==> src/pkg/qpv_pkg.sv <==
package qpv_pkg;

   // ==================================================================
   // Widths and register map
   // ==================================================================
   localparam int DATA_W = 32;
   localparam int ADDR_W = 8;
   localparam int EVT_W = 4;
   localparam int PRESC_W = 3;

   localparam logic [ADDR_W-1:0] OFS_CONTROL = 8'h00;
   localparam logic [ADDR_W-1:0] OFS_STATUS = 8'h04;
   localparam logic [ADDR_W-1:0] OFS_POSITION = 8'h08;
   localparam logic [ADDR_W-1:0] OFS_LIMIT = 8'h0C;
   localparam logic [ADDR_W-1:0] OFS_RELOAD = 8'h10;
   localparam logic [ADDR_W-1:0] OFS_TIMER = 8'h14;
   localparam logic [ADDR_W-1:0] OFS_RUNNING = 8'h18;
   localparam logic [ADDR_W-1:0] OFS_LAST = 8'h1C;
   localparam logic [ADDR_W-1:0] OFS_EVT_MASK = 8'h20;
   localparam logic [ADDR_W-1:0] OFS_EVT_RAW = 8'h24;
   localparam logic [ADDR_W-1:0] OFS_EVT_CLEAR = 8'h28;

   // ==================================================================
   // Field positions and reset values
   // ==================================================================
   localparam int EVT_INDEX = 0;
   localparam int EVT_TIMER = 1;
   localparam int EVT_DIR = 2;
   localparam int EVT_PHASE = 3;
   localparam int STAT_PHASE = 0;
   localparam int STAT_DIR = 1;
   localparam int CTL_W = 13;
   localparam logic [DATA_W-1:0] WORD_RESET = 32'h0000_0000;
   localparam logic [EVT_W-1:0] EVT_RESET = 4'h0;

   // ==================================================================
   // Carriers
   // ==================================================================
   // Control word, bit 0 at the bottom.
   typedef struct packed {
      logic freeze_on_halt;
      logic invert_home;
      logic invert_chan_b;
      logic invert_chan_a;
      logic [PRESC_W-1:0] rate_prescale;
      logic rate_capture_on;
      logic wrap_policy_select;
      logic edge_count_select;
      logic input_format_select;
      logic swap;
      logic enable;
   } decoder_control_t;

   localparam decoder_control_t CTL_RESET = '0;

   typedef struct packed {
      logic home_pulse_input;
      logic channel_b_input;
      logic channel_a_input;
   } enc_pins_t;

   typedef struct packed {
      logic [ADDR_W-1:0] addr;
      logic [DATA_W-1:0] wdata;
      logic wr;
      logic rd;
   } reg_req_t;

endpackage

==> src/rtl/quadrature_position_velocity.sv <==
// The implementer's own choices: the plain strobed port and the address map.
`timescale 1ns/1ps
`default_nettype none

// ======================================================================
// Quadrature position and velocity decoder
// ======================================================================
module quadrature_position_velocity #(
   parameter int PRESC_W = qpv_pkg::PRESC_W
) (
   input wire logic clk,
   input wire logic rst_b,
   input wire qpv_pkg::enc_pins_t enc_pins,
   input wire logic halt_req,
   input wire qpv_pkg::reg_req_t bus_req,
   output logic [qpv_pkg::DATA_W-1:0] rd_data,
   output logic event_pending,
   output logic direction_back
);

   localparam int DW = qpv_pkg::DATA_W;

   typedef struct packed {
      qpv_pkg::decoder_control_t ctl;
      logic [DW-1:0] pos;
      logic [DW-1:0] limit;
      logic [DW-1:0] reload;
      logic [DW-1:0] timer;
      logic [DW-1:0] count;
      logic [DW-1:0] speed;
      logic [qpv_pkg::EVT_W-1:0] raw;
      logic [qpv_pkg::EVT_W-1:0] mask;
      logic phase_seen;
      logic dir;
      logic [1:0] primed;
      qpv_pkg::enc_pins_t prev;
      logic [DW-1:0] rdata;
      logic pending;
   } qpv_state_t;

   qpv_state_t state_ff;
   qpv_state_t nxt_state;

   qpv_pkg::enc_pins_t pins_sync;
   qpv_pkg::enc_pins_t pins;
   logic a_chg, b_chg, home_rise, phase_err, step, fwd, dir_new, dir_flip;
   logic run, vel_run, presc_pulse, wr_pos, home_zero;
   logic [qpv_pkg::EVT_W-1:0] evt_set, evt_clr;

   if (PRESC_W != qpv_pkg::PRESC_W) begin : g_bad_presc
      $error("prescale select width must match the control word");
   end

   // Next position after one counted step, wrapping inside 0..limit.
   function automatic logic [DW-1:0] bump(input logic [DW-1:0] p, input logic [DW-1:0] lim,
                                           input logic up);
      if (up) begin
         bump = (p >= lim) ? '0 : p + DW'(1);
      end else begin
         bump = (p == '0) ? lim : p - DW'(1);
      end
   endfunction

   // ==================================================================
   // Pin conditioning
   // ==================================================================
   // Two flops per pin give the full clock to a quarter-rate input.
   enc_sync #(
      .W(3)
   ) u_sync (
      .clk(clk),
      .rst_b(rst_b),
      .async_in(enc_pins),
      .sync_out(pins_sync)
   );

   // Inversion is applied first, then the optional channel exchange.
   always_comb begin
      pins.home_pulse_input = pins_sync.home_pulse_input ^ state_ff.ctl.invert_home;
      pins.channel_a_input = pins_sync.channel_a_input ^ state_ff.ctl.invert_chan_a;
      pins.channel_b_input = pins_sync.channel_b_input ^ state_ff.ctl.invert_chan_b;
      if (state_ff.ctl.swap) begin
         pins.channel_a_input = pins_sync.channel_b_input ^ state_ff.ctl.invert_chan_b;
         pins.channel_b_input = pins_sync.channel_a_input ^ state_ff.ctl.invert_chan_a;
      end
   end

   // ==================================================================
   // Edge decoding
   // ==================================================================
   // History is trusted only once the synchroniser holds real pin levels and one
   // sample of them is kept, so an idle-high encoder does not look like an edge.
   always_comb begin
      a_chg = (&state_ff.primed) && (pins.channel_a_input != state_ff.prev.channel_a_input);
      b_chg = (&state_ff.primed) && (pins.channel_b_input != state_ff.prev.channel_b_input);
      home_rise = (&state_ff.primed) && pins.home_pulse_input && !state_ff.prev.home_pulse_input;
      run = state_ff.ctl.enable && !(state_ff.ctl.freeze_on_halt && halt_req);
      vel_run = run && state_ff.ctl.rate_capture_on;
      phase_err = 1'b0;
      dir_new = state_ff.dir;
      if (!state_ff.ctl.input_format_select) begin
         phase_err = a_chg && b_chg;
         step = !phase_err && (a_chg || (state_ff.ctl.edge_count_select && b_chg));
         // A moving away from B, or B moving onto A, means A leads.
         if (a_chg) begin
            fwd = pins.channel_a_input != pins.channel_b_input;
         end else begin
            fwd = pins.channel_a_input == pins.channel_b_input;
         end
         if (!phase_err && (a_chg || b_chg)) begin
            dir_new = !fwd;
         end
      end else begin
         step = pins.channel_a_input && a_chg;
         fwd = !pins.channel_b_input;
         if (step) begin
            dir_new = !fwd;
         end
      end
      // A reversal is the first edge whose sense differs from the last one, which
      // in quadrature format is a rise and fall on one channel with none between.
      dir_flip = run && (dir_new != state_ff.dir);
   end

   rate_prescaler #(
      .DIV_W(PRESC_W)
   ) u_presc (
      .clk(clk),
      .rst_b(rst_b),
      .clear(!vel_run),
      .step(step && vel_run),
      .div_sel(state_ff.ctl.rate_prescale),
      .pulse(presc_pulse)
   );

   // ==================================================================
   // Next state: counters, events and the register port
   // ==================================================================
   always_comb begin
      nxt_state = state_ff;
      if (!(&state_ff.primed)) begin
         nxt_state.primed = state_ff.primed + 2'h1;
      end
      nxt_state.prev = pins;
      wr_pos = bus_req.wr && (bus_req.addr == qpv_pkg::OFS_POSITION);
      home_zero = run && state_ff.ctl.wrap_policy_select && home_rise;
      evt_set = qpv_pkg::EVT_RESET;
      evt_clr = qpv_pkg::EVT_RESET;

      if (run) begin
         nxt_state.dir = dir_new;
      end
      // Index wins over a step in the same cycle under wrap policy one;
      // under policy zero the index never touches the position.
      if (wr_pos) begin
         nxt_state.pos = bus_req.wdata;
      end else if (home_zero) begin
         nxt_state.pos = '0;
      end else if (run && step) begin
         nxt_state.pos = bump(state_ff.pos, state_ff.limit, fwd);
      end

      // Velocity period: the edge landing on expiry still belongs to it.
      if (vel_run) begin
         if (state_ff.timer == '0) begin
            nxt_state.speed = state_ff.count + DW'(presc_pulse);
            nxt_state.count = '0;
            nxt_state.timer = state_ff.reload;
            evt_set[qpv_pkg::EVT_TIMER] = 1'b1;
         end else begin
            nxt_state.timer = state_ff.timer - DW'(1);
            nxt_state.count = state_ff.count + DW'(presc_pulse);
         end
      end

      if (state_ff.ctl.enable && home_rise) begin
         evt_set[qpv_pkg::EVT_INDEX] = 1'b1;
      end
      evt_set[qpv_pkg::EVT_DIR] = dir_flip;
      evt_set[qpv_pkg::EVT_PHASE] = run && phase_err;

      // Register writes; the position write is handled above.
      if (bus_req.wr) begin
         case (bus_req.addr)
            qpv_pkg::OFS_CONTROL: nxt_state.ctl = bus_req.wdata[qpv_pkg::CTL_W-1:0];
            qpv_pkg::OFS_STATUS: nxt_state.phase_seen = 1'b0;
            qpv_pkg::OFS_LIMIT: nxt_state.limit = bus_req.wdata;
            qpv_pkg::OFS_RELOAD: begin
               nxt_state.reload = bus_req.wdata;
               if (!vel_run) begin
                  nxt_state.timer = bus_req.wdata;
               end
            end
            qpv_pkg::OFS_EVT_MASK: nxt_state.mask = bus_req.wdata[qpv_pkg::EVT_W-1:0];
            qpv_pkg::OFS_EVT_CLEAR: evt_clr = bus_req.wdata[qpv_pkg::EVT_W-1:0];
            default: begin
            end
         endcase
      end
      // The status flag is set after the register write, so an error in the
      // same cycle as a status clear is not lost.
      if (run && phase_err) begin
         nxt_state.phase_seen = 1'b1;
      end
      // A new event beats a clear of the same bit in the same cycle.
      nxt_state.raw = (state_ff.raw & ~evt_clr) | evt_set;
      nxt_state.pending = |(nxt_state.raw & nxt_state.mask);

      // Read data stand for exactly the cycle after the strobe.
      nxt_state.rdata = qpv_pkg::WORD_RESET;
      if (bus_req.rd) begin
         case (bus_req.addr)
            qpv_pkg::OFS_CONTROL: nxt_state.rdata = DW'(state_ff.ctl);
            qpv_pkg::OFS_STATUS: begin
               nxt_state.rdata[qpv_pkg::STAT_PHASE] = state_ff.phase_seen;
               nxt_state.rdata[qpv_pkg::STAT_DIR] = state_ff.dir;
            end
            qpv_pkg::OFS_POSITION: nxt_state.rdata = state_ff.pos;
            qpv_pkg::OFS_LIMIT: nxt_state.rdata = state_ff.limit;
            qpv_pkg::OFS_RELOAD: nxt_state.rdata = state_ff.reload;
            qpv_pkg::OFS_TIMER: nxt_state.rdata = state_ff.timer;
            qpv_pkg::OFS_RUNNING: nxt_state.rdata = state_ff.count;
            qpv_pkg::OFS_LAST: nxt_state.rdata = state_ff.speed;
            qpv_pkg::OFS_EVT_MASK: nxt_state.rdata = DW'(state_ff.mask);
            qpv_pkg::OFS_EVT_RAW: nxt_state.rdata = DW'(state_ff.raw);
            qpv_pkg::OFS_EVT_CLEAR: nxt_state.rdata = DW'(state_ff.raw & state_ff.mask);
            default: nxt_state.rdata = qpv_pkg::WORD_RESET;
         endcase
      end
   end

   always_ff @(posedge clk or negedge rst_b) begin
      if (!rst_b) begin
         state_ff <= '0;
      end else begin
         state_ff <= nxt_state;
      end
   end

   assign rd_data = state_ff.rdata;
   assign event_pending = state_ff.pending;
   assign direction_back = state_ff.dir;

   // ==================================================================
   // Checks
   // ==================================================================
   chk_up_wrap_zero: assert property (@(posedge clk) disable iff (!rst_b)
      run && step && fwd && !wr_pos && !home_zero && state_ff.pos >= state_ff.limit
      |=> state_ff.pos == '0)
      else $error("position did not wrap to zero at the limit");

   chk_down_load_limit: assert property (@(posedge clk) disable iff (!rst_b)
      run && step && !fwd && !wr_pos && !home_zero && state_ff.pos == '0
      |=> state_ff.pos == $past(state_ff.limit))
      else $error("counting down from zero did not load the limit");

   chk_index_zeroes_pos: assert property (@(posedge clk) disable iff (!rst_b)
      home_zero && !wr_pos |=> state_ff.pos == '0)
      else $error("index did not clear the position");

   chk_timer_reload: assert property (@(posedge clk) disable iff (!rst_b)
      vel_run && state_ff.timer == '0
      |=> state_ff.timer == $past(state_ff.reload) && state_ff.raw[qpv_pkg::EVT_TIMER])
      else $error("timer expiry did not reload and flag");

   chk_period_copy: assert property (@(posedge clk) disable iff (!rst_b)
      vel_run && state_ff.timer == '0
      |=> state_ff.count == '0 && state_ff.speed == $past(state_ff.count) + DW'($past(presc_pulse)))
      else $error("period end did not move the running count");

   chk_phase_flag: assert property (@(posedge clk) disable iff (!rst_b)
      run && !state_ff.ctl.input_format_select && a_chg && b_chg
      |=> state_ff.raw[qpv_pkg::EVT_PHASE] && state_ff.phase_seen)
      else $error("double channel change not flagged");

   chk_halt_freezes: assert property (@(posedge clk) disable iff (!rst_b)
      state_ff.ctl.freeze_on_halt && halt_req && !bus_req.wr
      |=> $stable(state_ff.pos) && $stable(state_ff.count) && $stable(state_ff.timer))
      else $error("counters moved during a frozen halt");

   chk_vel_needs_pos: assert property (@(posedge clk) disable iff (!rst_b)
      !state_ff.ctl.enable && !bus_req.wr |=> $stable(state_ff.count) && $stable(state_ff.speed))
      else $error("velocity moved with the position integrator off");

   chk_reverse_flag: assert property (@(posedge clk) disable iff (!rst_b)
      dir_flip |=> state_ff.raw[qpv_pkg::EVT_DIR] && state_ff.dir == !$past(state_ff.dir))
      else $error("reversal not reported");

   chk_event_clear: assert property (@(posedge clk) disable iff (!rst_b)
      bus_req.wr && bus_req.addr == qpv_pkg::OFS_EVT_CLEAR
      && bus_req.wdata[qpv_pkg::EVT_PHASE] && !(run && phase_err)
      |=> !state_ff.raw[qpv_pkg::EVT_PHASE])
      else $error("event clear did not drop the phase error bit");

endmodule

`default_nettype wire

==> src/rtl/enc_sync.sv <==
`timescale 1ns/1ps
`default_nettype none

// ======================================================================
// Two-stage synchroniser for the encoder pins
// ======================================================================
module enc_sync #(
   parameter int W = 3
) (
   input wire logic clk,
   input wire logic rst_b,
   input wire logic [W-1:0] async_in,
   output logic [W-1:0] sync_out
);

   typedef struct packed {
      logic [W-1:0] stage1;
      logic [W-1:0] stage2;
   } sync_state_t;

   sync_state_t state_ff;
   sync_state_t nxt_state;

   if (W < 1) begin : g_bad_width
      $error("enc_sync needs at least one bit");
   end

   // The first stage feeds only the second; nothing else looks at it.
   always_comb begin
      nxt_state.stage1 = async_in;
      nxt_state.stage2 = state_ff.stage1;
   end

   always_ff @(posedge clk or negedge rst_b) begin
      if (!rst_b) begin
         state_ff <= '0;
      end else begin
         state_ff <= nxt_state;
      end
   end

   assign sync_out = state_ff.stage2;

endmodule

`default_nettype wire

==> src/rtl/rate_prescaler.sv <==
`timescale 1ns/1ps
`default_nettype none

// ======================================================================
// Power-of-two edge divider in front of the running accumulator
// ======================================================================
module rate_prescaler #(
   parameter int DIV_W = 3
) (
   input wire logic clk,
   input wire logic rst_b,
   input wire logic clear,
   input wire logic step,
   input wire logic [DIV_W-1:0] div_sel,
   output logic pulse
);

   localparam int CNT_W = (1 << DIV_W) - 1;

   typedef struct packed {
      logic [CNT_W-1:0] cnt;
   } presc_state_t;

   presc_state_t state_ff;
   presc_state_t nxt_state;
   logic [CNT_W-1:0] keep_mask;

   if (DIV_W < 1 || DIV_W > 4) begin : g_bad_div
      $error("rate_prescaler supports one to four select bits");
   end

   // Pass every 2^div_sel-th step; clearing restarts the phase of the division.
   always_comb begin
      keep_mask = CNT_W'((64'h1 << div_sel) - 64'h1);
      pulse = step && ((state_ff.cnt & keep_mask) == keep_mask);
      nxt_state = state_ff;
      if (clear) begin
         nxt_state.cnt = '0;
      end else if (step) begin
         nxt_state.cnt = state_ff.cnt + CNT_W'(1);
      end
   end

   always_ff @(posedge clk or negedge rst_b) begin
      if (!rst_b) begin
         state_ff <= '0;
      end else begin
         state_ff <= nxt_state;
      end
   end

endmodule

`default_nettype wire

==> config.mk <==
export PLATFORM = sky130hd
export DESIGN_NAME = quadrature_position_velocity
export DESIGN_NICKNAME = d
export VERILOG_FILES = /design/src/pkg/qpv_pkg.sv /design/src/rtl/quadrature_position_velocity.sv /design/src/rtl/enc_sync.sv /design/src/rtl/rate_prescaler.sv
export SDC_FILE = /design/constraint.sdc
export NUM_CORES = 1
export LEC_CHECK = 0
export BUFFER_PORTS_ARGS = -buffer_cell sky130_fd_sc_hd__clkbuf_2
export CORE_ASPECT_RATIO = 2
export CORE_MARGIN = 2
export CORE_UTILIZATION = 45
export CTS_CLUSTER_SIZE = 16
export DETAILED_ROUTE_END_ITERATION = 8
export PLACE_DENSITY_LB_ADDON = 0.05
export SKIP_CTS_REPAIR_TIMING = 1
export SYNTH_ARGS = -nofsm -noshare
export SYNTH_HDL_FRONTEND = slang
export SYNTH_SLANG_ARGS = --single-unit
==> constraint.sdc <==
create_clock -name clk -period 5.1 [get_ports clk]
set_clock_uncertainty 0.05 [all_clocks]
set_input_delay 0.51 -clock clk [delete_from_list [all_inputs] [get_ports clk]]
set_output_delay 0.51 -clock clk [all_outputs]
set_load 0.05 [all_outputs]
Word level (Yosys, flattened, before mapping)
Cells that the tools add are included.
{ "word_totals": {"regBits": 266, "latchBits": 0, "ramBits": 0, "mem_bits_ro": 0, "input_bits": 48, "output_inout_bits": 34, "elab_cells": 141, "memories": 0} }
{ "classes": {"addsub": 7, "n_mul": 0, "div": 0, "n_lt_le_gt_ge": 1, "eq_ne": 17, "shift": 1, "muxes": 35, "bitwise": 9, "reduce_logical": 41} }
{ "ops": {"columns": ["cell", "n"], "rows": [
  ["32-bit two-way mux", 11],
  ["30-bit case mux with 10 select lines", 1],
  ["96-bit two-way mux", 1],
  ["32-bit zero test", 2],
  ["64-bit two-way mux", 1],
  ["32-bit by 1-bit subtractor with 32-bit output (second input constant)", 2],
  ["32-bit by 1-bit adder with 32-bit output", 1],
  ["32-bit by 1-bit adder with 32-bit output (second input constant)", 1],
  ["8-bit by 5-bit == test with 1-bit output (second input constant)", 4],
  ["32-bit greater-or-equal comparator", 1],
  ["8-bit by 6-bit == test with 1-bit output (second input constant)", 3],
  ["2-bit case mux with 11 select lines", 1],
  ["1-bit logical AND", 21],
  ["8-bit by 4-bit == test with 1-bit output (second input constant)", 2],
  ["7-bit two-way mux", 2],
  ["1-bit two-way mux", 13],
  ["4-bit bitwise AND", 3],
  ["4-bit two-way mux", 3],
  ["2-bit AND reduction", 6],
  ["8-bit by 3-bit == test with 1-bit output (second input constant)", 1],
  ["8-bit zero test", 1],
  ["7-bit by 1-bit adder with 7-bit output (second input constant)", 1],
  ["7-bit bitwise AND", 1],
  ["7-bit == test", 1],
  ["other kinds (16)", 27]
]} }

Depth between registers and ports, before layout
{ "logic_depth": {"depth_word": 16, "depth_mapped": 17, "ltp_nobuf": 17} }

Hierarchy
Synthesis repeated with hierarchy kept, for this count alone.
{ "hier_totals": {"hier_cells": 1812, "area_unflattened_um2": 16107.9} }
{ "by_module_without_submodules": {"columns": ["mod", "n_inst", "cells_per_inst", "area_per_inst_um2", "seq_area_each_um2"], "rows": [
  ["quadrature_position_velocity", 1, 1766, 15584.9, 6331.1],
  ["rate_prescaler", 1, 40, 372.9, 175.2],
  ["enc_sync", 1, 6, 150.1, 150.1]
]} }

Worst setup path before layout
No wires, ideal clock.
{ "synth_path": {"path_type": "register -> register", "startpoint": "reg state_ff[249] (netlist bit)", "endpoint": "reg state_ff[70] (netlist bit)", "setup_time_ps": 77, "t_arrival_ps": 3989, "required_ps": 4973, "setup_slack_ps": 984, "path_stages_with_launch": 17, "n_path_buf": 2, "synth_period_minus_slack_ps": 4116, "path_cell_list": "dfrtp_1 > clkbuf_1 > xor3_1 > or2_2 > a211oi_1 > o21a_1 > clkbuf_1 > o2111a_1 > ha_1 > ha_1 > nand4_1 > nor4_1 > nand2_1 > nor3_1 > nand2_1 > xor2_1 > a21oi_1"} }
{ "synth_via": {"elab_chain_len": 11, "elab_cells_between_ends": 16, "classes_between": "1 x add/sub; 2 x eq/ne; 2 x mux; 1 x bitwise; 10 x reduce/logical"} }
{ "synth_lines": {"columns": ["item", "line", "source"], "rows": [
  ["from (decl)", "quadrature_position_velocity.sv:41", "qpv_state_t state_ff;"],
  ["from (signal assigned)", "quadrature_position_velocity.sv:236", "state_ff <= nxt_state;"],
  ["1-bit bitwise XOR *", "quadrature_position_velocity.sv:80, quadrature_position_velocity.sv:84", null],
  ["2-bit two-way mux *", "quadrature_position_velocity.sv:82", "if (state_ff.ctl.swap) begin"],
  ["1-bit inequality test (on tied branches)", "quadrature_position_velocity.sv:94, quadrature_position_velocity.sv:95", null],
  ["1-bit logical AND (on tied branches)", "quadrature_position_velocity.sv:94, quadrature_position_velocity.sv:95", null],
  ["1-bit logical AND (on tied branches)", "quadrature_position_velocity.sv:102, quadrature_position_velocity.sv:103", null],
  ["1-bit zero test / 1-bit logical OR (equally long branches)", "quadrature_position_velocity.sv:103", "step = !phase_err && (a_chg || (state_ff.ctl.edge_count_select && b_chg));"],
  ["1-bit logical AND", "quadrature_position_velocity.sv:103", null],
  ["1-bit two-way mux *", "quadrature_position_velocity.sv:101", "if (!state_ff.ctl.input_format_select) begin"],
  ["1-bit logical AND *", "quadrature_position_velocity.sv:131", ".step(step && vel_run),"],
  ["1-bit logical AND *", "rate_prescaler.sv:35", "pulse = step && ((state_ff.cnt & keep_mask) == keep_mask);"],
  ["32-bit by 1-bit adder with 32-bit output *", "quadrature_position_velocity.sv:166", "nxt_state.speed = state_ff.count + DW'(presc_pulse);"]
]} }
Every way passes the cells marked *; elsewhere a longest branch is shown, timed or not.
A chain may end at the register's enable or synchronous reset.

Worst setup path after layout
{ "layout_path": {"startpoint": "reg state_ff[250] (netlist bit)", "endpoint": "reg state_ff[68] (netlist bit)"} }
{ "layout_via": {"elab_chain_len": 11, "elab_cells_between_ends": 16, "classes_between": "1 x add/sub; 2 x eq/ne; 2 x mux; 1 x bitwise; 10 x reduce/logical"} }
{ "layout_lines": {"columns": ["item", "line"], "rows": [
  ["1-bit bitwise XOR *", "quadrature_position_velocity.sv:81, quadrature_position_velocity.sv:83"],
  ["2-bit two-way mux *", "quadrature_position_velocity.sv:82"],
  ["1-bit inequality test (on tied branches)", "quadrature_position_velocity.sv:94, quadrature_position_velocity.sv:95"],
  ["1-bit logical AND (on tied branches)", "quadrature_position_velocity.sv:94, quadrature_position_velocity.sv:95"],
  ["1-bit logical AND (on tied branches)", "quadrature_position_velocity.sv:102, quadrature_position_velocity.sv:103"],
  ["1-bit zero test / 1-bit logical OR (equally long branches)", "quadrature_position_velocity.sv:103"],
  ["1-bit logical AND", "quadrature_position_velocity.sv:103"],
  ["1-bit two-way mux *", "quadrature_position_velocity.sv:101"],
  ["1-bit logical AND *", "quadrature_position_velocity.sv:131"],
  ["1-bit logical AND *", "rate_prescaler.sv:35"],
  ["32-bit by 1-bit adder with 32-bit output *", "quadrature_position_velocity.sv:166"]
]} }
Marked as above.

==> results.tsv <==
metric	value	unit
Net count, final	1944	
Comb pwr share	0.242	
Critical Path AT	4.96	ns
Vias/cell	6.283	
die extent in x	138.7	um
clk sinks	266	
cell area power density	362.1	nW/um2
syn_nets	1966	
cts bufs inserted	27	
ratio of cells with drive above 1 in the final layout	0.1366	
core area	35800	um2
largest net degree at the start of global routing	120	
n_diodes	0	
min Tclk post-route	4.517	ns
Net Sw Frac	0.3519	
HP Class	input port to asynchronous set/reset pin	
initial antenna violation count	0	
max-cap violations	0	
setup ws final	0.5833	ns
Seq pwr share	0.426	
reg-to-reg startpoint	state_ff[250]	
vias in the first global route	14400	
Slew HR	0.2619	
Psw	0.002264	W
failing checks	hold timing	
critical path class	flop to flop	
Mapped Area	16330	um2
I/O Buffers	81	
critical path's slowest cell	nor3_1	
sequential fraction of the synthesis area	0.4076	
R2R Setup Slk	0.58	ns
Reg clk slew, reported paths	0.06	ns
H-tree depth	1	
number of enable flip-flop cells after synthesis	0	
final hold vios	67	
Yosys warning count	0	
Main synth FF type	dfrtp_1	
Rows	98	
max incr delay on CP	0.57	ns
Clock power frac	0.332	
CTS tree	done	
Post-Place Cells	2272	
Worst Hold Slack	-0.05088	ns
RSZ-0062 raised after global routing	false	
initial core utilization	0.4561	
Avg Cell Area, Syn	8.704	um2
Vias	14600	
Distinct cells, synth	77	
r2r endpoint	state_ff[68]	
die height	273.4	um
root buf cell	clkbuf_16	
first-pass GRT wire length	86.37	mm
crit end category	flop	
worst skew pair latency	0.57	ns
Max Fclk	221.4	MHz
global route overflow	0	
Worst Reg2Reg Path Length in Cells	15	
DP Worst Slack	0.5996	ns
filler cell count in the final layout	3450	
P_int	0.004170	W
synthesis-to-finish area growth	8.819	%
Seq cells post-synth	266	
Buf+Inv Stages, Crit Path	1	
ys async rst share	1.000	
delay-heaviest family, CP	simple AND/OR/NAND/NOR gates	
Final ANT Viol Nets	0	
WL/cell	24.05	um
worst endpoint required time	5.54	ns
Non-Filler Instances	2324	
final WL	55.89	mm
Starting DRT DRC Count	1238	
drt first pass iters	6	
peak supply drop	389.1	uV
CTS Buffer Depth	3	
Finished Core Util	0.4963	
worst path cell trace	xnor3_1 > or2_2 > a211oi_1 > o21a_1 > o2111a_1 > ha_1 > ha_1 > nand4_1 > nor4_1 > buf_4 > nand2_1 > nor3_1 > nand2_1 > xor2_1 > a21oi_1	
TNS Setup	0	ns
CP Launch Type	flop	
fin. max-slew vios	0	
# IOs	82	
Final Cycle Share	0.8856	
Post-DP HPWL	39.81	mm
Die ar.	37920	um2
P_leak	7.578	nW
Total Routing Usage GR	0.2913	
Mapped Cells	1876	
Max Fanout on Critical Path	8	
Placer Congestion	0.8823	
endpoints failing setup	0	
DRC violations left	0	
status	finished with violations	
Slew @ Worst Pin	1.103	ns
[cell type report]
class                           instances  area (um2)  area share
Tap cell                              450       563.0     0.03169
Multi-Input combinational cell       1387        8702      0.4897
Inverter                               51       191.4     0.01077
Sequential cell                       266        6656      0.3746
Timing Repair Buffer                  121       735.7     0.04140
Clock buffer                           34       732.0     0.04119
Clock inverter                         15       188.9     0.01063
[sequential cells by signal, summed over array words and instances (netlist names)]
| register | count |
|---|---|
| state_ff | 219 |
| rd_data | 32 |
| event_pending | 1 |
| u_presc.state_ff | 7 |
| u_sync.nxt_state | 3 |
| u_sync.sync_out | 3 |
| direction_back | 1 |
[synthesized netlist by cell type (all sizes together) (8+ instances only)]
cell type | instances | share of area
a21o | 9 | 0.0041
o31ai | 16 | 0.0074
nand2b | 11 | 0.0042
a32oi | 8 | 0.0043
a222oi | 25 | 0.015
a221oi | 10 | 0.0054
and2 | 10 | 0.0038
o21ai | 97 | 0.030
clkbuf | 111 | 0.026
or2 | 10 | 0.0038
or3 | 11 | 0.0045
xor2 | 36 | 0.019
nor2 | 157 | 0.037
nand3 | 46 | 0.014
nand2 | 276 | 0.064
ha | 42 | 0.032
mux2 | 55 | 0.038
o211ai | 15 | 0.0069
dfrtp | 266 | 0.41
a211oi | 46 | 0.021
a21oi | 113 | 0.035
a22oi | 60 | 0.028
inv | 51 | 0.012
or4 | 15 | 0.0074
a31oi | 57 | 0.022
xnor2 | 70 | 0.038
nor3 | 33 | 0.010
and3 | 32 | 0.012
nand4 | 17 | 0.0065
buf | 61 | 0.025
nor4 | 32 | 0.013
[worst max-delay path by stage]
| stage | from | to | slack, ns | cells after the start |
|---|---|---|---|---|
| 2_1_floorplan | state_ff[249] | state_ff[70] | 0.98 | 16 |
| 3_3_place_gp | u_sync.sync_out[0] | state_ff[68] | 0.71 | 15 |
| 3_5_place_dp | state_ff[250] | state_ff[68] | 0.60 | 15 |
| 4_1_cts | state_ff[250] | state_ff[68] | 0.58 | 15 |
| 5_1_grt | u_sync.sync_out[0] | state_ff[68] | 0.24 | 15 |
| 6_report | state_ff[250] | state_ff[68] | 0.58 | 15 |
[layer usage]
layer / global-route usage / vias up / wire length (um) / share of wire
li1: - / 6710 / - / -
met1: 0.3690 / 7181 / 22140 / 0.40
met2: 0.5014 / 572 / 27690 / 0.50
met3: 0.03464 / 139 / 3380 / 0.060
met4: 0.1295 / 0 / 2670 / 0.048
met5: 0 / - / 0 / 0
[logic make-up after synthesis]
group                      share of synthesized area
AOI/OAI and AO/OA                             0.1992
xor gates and xnor gates                     0.06114
adders and majority gates                    0.03218
buffers and inverters                        0.06268
DFF                                           0.4076
muxes                                        0.04038
and+or+nand+nor                               0.1968
[stage by stage]
stage	area, um2	power [W]
after CTS	17740	0.006449
after global placement	16820	0.004263
after floorplan	16330	0.003762
after detailed placement	16820	0.004306
final	17770	0.006434
after global routing	17770	0.006776
[power by group through the flow]
| stage | Sequential (W) | Clock, W | Combinational (W) |
|---|---|---|---|
| 5_1_grt | 0.00277 | 0.00226 | 0.00174 |
| 3_5_place_dp | 0.00276 | 0 | 0.00154 |
| 6_report | 0.00274 | 0.00214 | 0.00155 |
| 2_1_floorplan | 0.00247 | 0 | 0.00129 |
| 3_3_place_gp | 0.00276 | 0 | 0.00151 |
| 4_1_cts | 0.00272 | 0.00217 | 0.00155 |
[cells in the final DEF (no fill, tap or decap), types with 7 or more instances in the layout]
master	instances
nor3_1	31
xnor2_1	70
and2_1	9
dfrtp_1	266
xor2_1	36
a21o_1	9
or3_1	10
a22oi_1	60
and3_1	32
nor2_1	149
buf_4	36
nor4_1	31
a221oi_1	10
nand2_1	273
inv_1	51
nand2b_1	11
mux2_2	55
clkbuf_16	27
ha_1	42
clkbuf_2	80
a211oi_1	45
a31oi_1	56
and4_1	7
a222oi_1	25
nor3b_1	7
a21oi_1	112
nand4_1	17
or4_1	13
nand3_1	46
a32oi_1	8
o31ai_1	16
or2_2	10
o211ai_1	15
o21ai_0	89
Power figures use the tool's default switching activity.
